File: src/common/tcc_defines.vh
// constants for the temperature compensation calculator
// What this block does
// - temperature shown as 10-bit code, low byte bits 7:0, high byte bits 9:8
// - reported code is the average of two successive conversions
// - code is twice the absolute temperature; Celsius is code halved minus 273
// - conversions run only while the sense enable bit is one
// - practical code range is 446 to 726 decimal
// - net correction is initial correction plus thermal correction, at twice scale
// - thermal correction is curvature times squared code difference, over 4096
// - curvature comes from the cold or hot coefficient by temperature code
// - turnover reference is 596 plus the signed turnover offset field
// - initial correction is a function of the trim and trim scale values
// - turnover offset is 5-bit sign-magnitude at 2Ch, half-degree steps
// - turnover offset defaults to all zeros, meaning 25 degrees
// - presets recalled at power-up, software may overwrite them
// - hot curvature is a 7-bit field at 2Dh, magnitude scaled by 2048
`ifndef TCC_DEFINES_VH
`define TCC_DEFINES_VH

// ==========================================================
// register map
`define TCC_ADDR_TEMP_LO 8'h28
`define TCC_ADDR_TEMP_HI 8'h29
`define TCC_ADDR_TURNOVER 8'h2C
`define TCC_ADDR_HOT 8'h2D
`define TCC_RD_UNMAPPED 8'h00

// ==========================================================
// field layout and reset values
`define TCC_TURN_SIGN 4
`define TCC_TURN_RESET 5'h00
`define TCC_HOT_PRESET 7'h46
`define TCC_KELVIN_RESET 10'h000

// ==========================================================
// arithmetic constants
`define TCC_TURNOVER_BASE 11'h254
`define TCC_CELSIUS_OFFSET 273
`define TCC_RANGE_LO 10'h1BE
`define TCC_RANGE_HI 10'h2D6
`define TCC_DIG_TRIM_BIAS 12'h010
`define TCC_SCALE_SHIFT 12
`define TCC_MULT_LAST 4'h9

// ==========================================================
// timing
`define TCC_CLK_MHZ 100
`define TCC_CONV_PERIOD_US 1000
`define TCC_CONV_CYCLES (`TCC_CONV_PERIOD_US * `TCC_CLK_MHZ)

`endif

File: src/hw/tcc_calc.v
// temperature code capture, register port and correction computation
`timescale 1ns/1ps
`default_nettype none
`include "tcc_defines.vh"
module tcc_calc #(
    parameter CONV_CYCLES = `TCC_CONV_CYCLES // conversion spacing, cycles
) (
    input wire clk,                  // core clock, 100 MHz
    input wire rst_n,                // async reset, active low
    input wire senseEnable,          // sense enable bit
    input wire [7:0] coldCurvature,  // cold curvature coefficient
    input wire [4:0] trimScale,      // trim scale, unsigned
    input wire [5:0] analogTrim,     // analog trim, signed
    input wire [4:0] digitalTrim,    // digital trim, unsigned
    input wire adcValid,             // conversion result strobe
    input wire [9:0] adcCode,        // conversion result
    input wire [7:0] regAddr,        // register address
    input wire [7:0] regWrData,      // register write data
    input wire regWrEn,              // register write strobe
    output reg [7:0] regRdData_r,    // register read data
    output reg convStart_r,          // conversion request pulse
    output reg [9:0] kelvinCode_r,   // averaged temperature code
    output reg kelvinInRange_r,      // code inside practical range
    output reg [19:0] netCorrection_r, // signed net correction
    output reg corrValid_r           // pulse, new net correction
);
    localparam [3:0] ST_IDLE = 4'b0001;
    localparam [3:0] ST_SQR = 4'b0010;
    localparam [3:0] ST_SCALE = 4'b0100;
    localparam [3:0] ST_DONE = 4'b1000;
    localparam [16:0] CONV_LAST = CONV_CYCLES - 1;

    reg [4:0] turnoverOffset_r;
    reg [6:0] hotCurvatureField_r;
    reg [16:0] convCnt_r;
    reg halfDone_r;
    reg [9:0] firstCode_r;
    reg pending_r;
    reg [3:0] state_r;
    reg [3:0] state_nxt;
    reg coldSel_r;
    reg [19:0] square_r;
    reg multStart_r;
    reg [19:0] opA_r;
    reg [9:0] opB_r;
    wire multDone;
    wire [29:0] multProduct;

    // ==========================================================
    // turnover reference decode
    function [10:0] turnRef;
        input [4:0] field;
        begin
            if (field[`TCC_TURN_SIGN]) begin
                turnRef = `TCC_TURNOVER_BASE - {7'h00, field[3:0]};
            end else begin
                turnRef = `TCC_TURNOVER_BASE + {7'h00, field[3:0]};
            end
        end
    endfunction

    // sign-magnitude: both zero encodings land on the base
    wire [10:0] refCode = turnRef(turnoverOffset_r);
    wire [10:0] codeDiff = {1'b0, kelvinCode_r} - refCode;
    wire [10:0] negDiff = refCode - {1'b0, kelvinCode_r};
    wire [9:0] absDiff = codeDiff[10] ? negDiff[9:0] : codeDiff[9:0];
    wire [7:0] alphaSel = coldSel_r ? coldCurvature
                                    : {1'b0, hotCurvatureField_r};

    // ==========================================================
    // initial correction from trims
    wire signed [11:0] scaledTrim = $signed({1'b0, trimScale}) *
                                    $signed(analogTrim);
    wire signed [11:0] digOffset = $signed({7'h00, digitalTrim}) -
                                   $signed(`TCC_DIG_TRIM_BIAS);
    wire [12:0] initDiff = {scaledTrim[11], scaledTrim} -
                           {digOffset[11], digOffset};
    // doubled so both terms share the twice-correction scale
    wire [13:0] initialCorrection = {initDiff, 1'b0};
    wire [17:0] thermalCorrection =
        multProduct[29:`TCC_SCALE_SHIFT];
    wire [19:0] netSum = {{6{initialCorrection[13]}}, initialCorrection} +
                         {2'b00, thermalCorrection};

    // ==========================================================
    // register port
    always @(posedge clk or negedge rst_n) begin
        if (!rst_n) begin
            // power-up recall of the factory presets
            turnoverOffset_r <= `TCC_TURN_RESET;
            hotCurvatureField_r <= `TCC_HOT_PRESET;
        end else if (regWrEn) begin
            if (regAddr == `TCC_ADDR_TURNOVER) begin
                turnoverOffset_r <= regWrData[4:0];
            end
            if (regAddr == `TCC_ADDR_HOT) begin
                hotCurvatureField_r <= regWrData[6:0];
            end
        end
    end

    always @(posedge clk or negedge rst_n) begin
        if (!rst_n) begin
            regRdData_r <= `TCC_RD_UNMAPPED;
        end else begin
            case (regAddr)
                `TCC_ADDR_TEMP_LO: begin
                    regRdData_r <= kelvinCode_r[7:0];
                end
                `TCC_ADDR_TEMP_HI: begin
                    regRdData_r <= {6'h00, kelvinCode_r[9:8]};
                end
                `TCC_ADDR_TURNOVER: begin
                    regRdData_r <= {3'h0, turnoverOffset_r};
                end
                `TCC_ADDR_HOT: begin
                    regRdData_r <= {1'b0, hotCurvatureField_r};
                end
                default: begin
                    regRdData_r <= `TCC_RD_UNMAPPED;
                end
            endcase
        end
    end

    // ==========================================================
    // conversion pacing, halted while sensing is off
    always @(posedge clk or negedge rst_n) begin
        if (!rst_n) begin
            convCnt_r <= 17'h0;
            convStart_r <= 1'b0;
        end else if (!senseEnable) begin
            convCnt_r <= 17'h0;
            convStart_r <= 1'b0;
        end else if (convCnt_r == CONV_LAST) begin
            convCnt_r <= 17'h0;
            convStart_r <= 1'b1;
        end else begin
            convCnt_r <= convCnt_r + 17'h1;
            convStart_r <= 1'b0;
        end
    end

    // ==========================================================
    // pairwise averaging of conversion results
    wire [10:0] pairSum = {1'b0, firstCode_r} + {1'b0, adcCode};
    wire codeTaken = adcValid && senseEnable && halfDone_r;

    always @(posedge clk or negedge rst_n) begin
        if (!rst_n) begin
            halfDone_r <= 1'b0;
            firstCode_r <= `TCC_KELVIN_RESET;
            kelvinCode_r <= `TCC_KELVIN_RESET;
            kelvinInRange_r <= 1'b0;
        end else if (!senseEnable) begin
            halfDone_r <= 1'b0;
        end else if (adcValid) begin
            if (!halfDone_r) begin
                firstCode_r <= adcCode;
                halfDone_r <= 1'b1;
            end else begin
                // code is already twice kelvin, passed through unscaled
                kelvinCode_r <= pairSum[10:1];
                kelvinInRange_r <= (pairSum[10:1] >= `TCC_RANGE_LO) &&
                                   (pairSum[10:1] <= `TCC_RANGE_HI);
                halfDone_r <= 1'b0;
            end
        end
    end

    // ==========================================================
    // correction sequencer
    always @* begin
        state_nxt = state_r;
        case (state_r)
            ST_IDLE: begin
                if (pending_r) begin
                    state_nxt = ST_SQR;
                end
            end
            ST_SQR: begin
                if (multDone) begin
                    state_nxt = ST_SCALE;
                end
            end
            ST_SCALE: begin
                if (multDone) begin
                    state_nxt = ST_DONE;
                end
            end
            ST_DONE: begin
                state_nxt = ST_IDLE;
            end
            default: begin
                state_nxt = ST_IDLE;
            end
        endcase
    end

    always @(posedge clk or negedge rst_n) begin
        if (!rst_n) begin
            state_r <= ST_IDLE;
            pending_r <= 1'b0;
            coldSel_r <= 1'b0;
            square_r <= 20'h0;
            multStart_r <= 1'b0;
            opA_r <= 20'h0;
            opB_r <= 10'h0;
            netCorrection_r <= 20'h0;
            corrValid_r <= 1'b0;
        end else begin
            state_r <= state_nxt;
            multStart_r <= 1'b0;
            corrValid_r <= 1'b0;
            if ((state_r == ST_IDLE) && pending_r) begin
                pending_r <= 1'b0;
                coldSel_r <= codeDiff[10];
                opA_r <= {10'h000, absDiff};
                opB_r <= absDiff;
                multStart_r <= 1'b1;
            end
            // a result arriving on the clear cycle is kept
            if (codeTaken) begin
                pending_r <= 1'b1;
            end
            if ((state_r == ST_SQR) && multDone) begin
                square_r <= multProduct[19:0];
                opA_r <= multProduct[19:0];
                opB_r <= {2'b00, alphaSel};
                multStart_r <= 1'b1;
            end
            if ((state_r == ST_SCALE) && multDone) begin
                netCorrection_r <= netSum;
                corrValid_r <= 1'b1;
            end
        end
    end

    tcc_mult u_mult (
        .clk(clk),
        .rst_n(rst_n),
        .start(multStart_r),
        .opA(opA_r),
        .opB(opB_r),
        .done_r(multDone),
        .product_r(multProduct)
    );
endmodule
`default_nettype wire

File: src/hw/tcc_mult.v
// sequential shift-add multiplier, 20 by 10 bits
`timescale 1ns/1ps
`default_nettype none
`include "tcc_defines.vh"
module tcc_mult (
    input wire clk,            // core clock
    input wire rst_n,          // async reset, active low
    input wire start,          // one-cycle start pulse
    input wire [19:0] opA,     // multiplicand
    input wire [9:0] opB,      // multiplier
    output reg done_r,         // one-cycle pulse, product valid
    output reg [29:0] product_r // unsigned product
);
    reg [29:0] aSh_r;
    reg [9:0] b_r;
    reg [3:0] cnt_r;
    reg run_r;

    // ==========================================================
    // one multiplier bit per cycle, ten cycles per product
    always @(posedge clk or negedge rst_n) begin
        if (!rst_n) begin
            product_r <= 30'h0;
            aSh_r <= 30'h0;
            b_r <= 10'h0;
            cnt_r <= 4'h0;
            run_r <= 1'b0;
            done_r <= 1'b0;
        end else if (start) begin
            product_r <= 30'h0;
            aSh_r <= {10'h0, opA};
            b_r <= opB;
            cnt_r <= 4'h0;
            run_r <= 1'b1;
            done_r <= 1'b0;
        end else if (run_r) begin
            if (b_r[0]) begin
                product_r <= product_r + aSh_r;
            end
            aSh_r <= {aSh_r[28:0], 1'b0};
            b_r <= {1'b0, b_r[9:1]};
            cnt_r <= cnt_r + 4'h1;
            if (cnt_r == `TCC_MULT_LAST) begin
                run_r <= 1'b0;
                done_r <= 1'b1;
            end
        end else begin
            done_r <= 1'b0;
        end
    end
endmodule
`default_nettype wire

File: config.mk
export PLATFORM = sky130hd
export DESIGN_NAME = tcc_calc
export DESIGN_NICKNAME = d
export VERILOG_FILES = /design/src/hw/tcc_calc.v /design/src/hw/tcc_mult.v
export VERILOG_INCLUDE_DIRS = /design/src /design/src/common
export SDC_FILE = /design/constraint.sdc
export NUM_CORES = 1
export LEC_CHECK = 0
export BUFFER_PORTS_ARGS = -buffer_cell sky130_fd_sc_hd__buf_2
export CORE_MARGIN = 2
export CORE_UTILIZATION = 55
export CTS_CLUSTER_DIAMETER = 80
export DETAILED_ROUTE_END_ITERATION = 10
export GPL_ROUTABILITY_DRIVEN = 0
export PLACE_DENSITY = 0.77
export SYNTH_ARGS = -nofsm -noshare
export SYNTH_HDL_FRONTEND = slang
export SYNTH_SLANG_ARGS = --single-unit
File: constraint.sdc
create_clock -name clk -period 3.1 [get_ports clk]
set_input_delay 0.465 -clock clk [delete_from_list [all_inputs] [get_ports clk]]
set_output_delay 0.465 -clock clk [all_outputs]
set_load 0.02 [all_outputs]
==> metrics.csv <==
stage,metric,value,unit
worst_setup_path,cp_num_buf_inv,8,
synthesis,ys_seq_area_share,38.1,%
run_status,violations,setup timing,
sta,skew,0.0142,ns
global_route,track_usage,24.9,%
sta,slew_headroom,18.2,%
run_status,outcome,finished with violations,
worst_setup_path,path_delay_family,adder cells,
worst_setup_path,critPathCaptureType,flop,
placed_design,pre_cts_ws,-2.88,ns
power_and_ir_drop,pwr-share-comb,60.4,%
sta,period_share,179,%
sta,setup_ws,-2.44,ns
global_route,grt_antenna_before_repair,0,
synthesis,synth_cell_type_count,83,
worst_setup_path,slowest_stage,fa_1,
route,viasPerCell,5.77,
placed_design,dp_hpwl,20.4,mm
route,postRouteAntennaNets,0,
worst_setup_path,slowest_delay,0.58,ns
sta,drv_slew,0,
synthesis,synth_top_family_by_area,compound AO/OA/AOI/OAI gates,
route,totalWireLength,30.8,mm
power_and_ir_drop,peakVddDrop,0.000515,V
global_route,gr-total-overflow,0,
cts,root_buffer,clkbuf_16,
route,drt-pass1-iter-count,5,
finish,final_cell_mix,"dfrtp_1 (188), nand2_1 (155), buf_4 (100)",
sta,min_period,5.54,ns
synthesis,synth_compound_area_share,16.6,%
synthesis,synth-xor-area-share,5.49,%
sta,fmax,181,MHz
synthesis,synthAdderAreaFrac,15.2,%
global_route,grt_pass1_vias,10500,
cts,cts_tree,done,
synthesis,yosys_register_bits,194,
power_and_ir_drop,p_sw,6.93,mW
finish,final_common_cell,dfrtp_1,
die,dieArea,24400,um2
cts,cts.path.max_buffers,2,
die,start_util,56.2,%
worst_setup_path,crit_type,in -> reg,
power_and_ir_drop,intPower,9.04,mW
synthesis,synth_edf_count,0,
worst_setup_path,crit_fanout,3,
synthesis,netlist_area,12800,um2
cts,cts_sinks,194,
global_route,grt_pass1_wl,49.3,mm
synthesis,async_reset_ff_share,100,%
route,drc_errors,0,
finish,diodes,0,
power_and_ir_drop,powerDensity,1010,nW/um2
sta,worstMarginPinSlew,1.23,ns
synthesis,synthesis.nets,1513,
worst_setup_path,crit_required,3.39,ns
global_route,grt_max_degree,92,
power_and_ir_drop,switching_share,43.4,%
route,drtIter0Drc,584,
power_and_ir_drop,power_frac_seq,26.1,%
worst_setup_path,cp_data_arrival_time,5.82,ns
finish,fin_nets,1703,
finish,drive_gt1_share,26.6,%
die,ios,96,
worst_hold_path,hold_class,in -> async,
cts,clk_pin_slew,0.08,ns
sta,setup_viol,20,
synthesis,synth.area.mux_share,6.31,%
power_and_ir_drop,p_leak,7.76,nW
sta,setup_tns,-27.68,ns
die,fp-row-count,55,
worst_setup_path,critPathMostFrequentCell,fa_1,
route,vias,10400,
die,core-area,22700,um2
cts,cts_buffers,17,
worst_setup_path,cp-start-kind,input port,
finish,area_delta_synth_final,23.5,%
job,cap_violations,0,
synthesis,syn_inst,1319,
synthesis,yosysWarnings,0,
sta,final-hold-violation-count,0,
synthesis,avgSynthCellArea,9.67,um2
placed_design,io_buffers,94,
sta,rsz0062_at_grt,yes,
finish,nFillCells,1604,
synthesis,yosys.area_share.simple,14.3,%
route,route.detailed.wl_per_inst,17.0,um
die,die_h,156,um
cts,htreeDepth,4,
cts,insertion_delay,0.45,ns
power_and_ir_drop,finalPower,16.0,mW
synthesis,ys.flop_type,dfrtp_1,
power_and_ir_drop,clkPwrFrac,13.6,%
die,die_w,156,um
-- through the flow --
step / area [um2] / instances / hold WS, ns / utilization [%]
floorplan: 13000 / 1319 / 0.169 / -
finish: 15800 / 1807 / 0.0437 / 69.4
global placement: 14400 / 1758 / 0.453 / 63.5
global route: 15800 / 1807 / 0.109 / 69.4
detailed placement: 14400 / 1758 / 0.458 / 63.5
CTS: 15300 / 1801 / 0.106 / 67.5
-- layout make-up --
type | count | area [um2] | area share (%)
timing repair buffer | 216 | 1510 | 9.59
clock buffer | 19 | 453 | 2.87
multi-input combinational | 1001 | 8150 | 51.7
sequential | 194 | 4860 | 30.9
clock inverter | 13 | 123 | 0.778
inverter | 79 | 303 | 1.92
tap | 285 | 357 | 2.26
-- registers in the layout (all words and copies together) (netlist names), 4 cells and up --
name,cells
u_mult.aSh_r,30
u_mult.product_r,30
netCorrection_r,20
opA_r,20
convCnt_r,17
firstCode_r,10
kelvinCode_r,10
opB_r,10
u_mult.b_r,10
regRdData_r,8
hotCurvatureField_r,7
turnoverOffset_r,5
state_r,4
u_mult.cnt_r,4
-- timing repair --
action	CTS	global route
buffers inserted	13	9
endpoints found under the setup margin	32	35
hold buffers	0	0
resized for setup	57	71
pin swaps	51	52
-- cell families (layout without fill, tap and decap cells) --
group           after synthesis  in the layout
xor+xnor                     80             80
buf+inv                     124            327
fa+ha+maj                   139            139
flops                       194            194
mux                          75             75
simple gates                386            386
compound gates              321            321
-- path summary, 6_finish.rpt --
kind                                                      start                                  to  slack, ns  cells past startpoint
worst max-delay path                               trimScale[1]     netCorrection_r[18]$_DFFE_PN0P_      -2.44                     25
min in group clk                                   regWrData[1]     turnoverOffset_r[1]$_DFFE_PN0P_       0.24                      3
worst min register to register   netCorrection_r[2]$_DFFE_PN0P_      netCorrection_r[2]$_DFFE_PN0P_       0.47                      2
max in group asynchronous                                 rst_n              state_r[0]$_DFFE_PN1P_       2.18                      2
worst min-delay path                                      rst_n  hotCurvatureField_r[4]$_DFFE_PN0P_       0.04                      1
worst max register to register  turnoverOffset_r[0]$_DFFE_PN0P_                opA_r[8]$_DFFE_PN0P_      -0.03                     16
-- power by group through the flow --
stage	combinational, mW	sequential (mW)	clock (mW)
floorplan	5.34	4.09	0
global placement	7.45	4.12	0
detailed placement	7.69	4.15	0
CTS	8.39	4.12	2.19
global route	10.5	4.28	2.30
finish	9.64	4.16	2.17
-- Yosys cell counts, types with 11 or more instances --
cell | number | area [um2]
dfrtp_1 | 190 | 4750
nand2_1 | 159 | 597
ha_1 | 113 | 1410
o21ai_0 | 88 | 440
nor2_1 | 85 | 319
inv_1 | 79 | 297
a21oi_1 | 76 | 380
mux2i_1 | 50 | 500
xnor2_1 | 46 | 403
xor2_1 | 34 | 298
clkbuf_1 | 33 | 124
a21o_1 | 31 | 233
and2_1 | 27 | 169
fa_1 | 26 | 521
mux2_2 | 23 | 259
nand3_1 | 21 | 105
o21bai_1 | 18 | 135
nor3_1 | 14 | 70.1
nand2b_1 | 12 | 75.1
a22o_1 | 11 | 96.3
a31oi_1 | 11 | 68.8
-- per-layer routing --
layer  routed length (um)  vias to the layer above  GRT usage, %
met5                    0                        -             0
met4                  748                        0          8.74
met3                 1240                       57          4.32
met2                15900                      282          43.0
met1                12900                     5094          31.5
li1                     -                     4999             -
No activity file was read; power rests on OpenSTA's default activity.
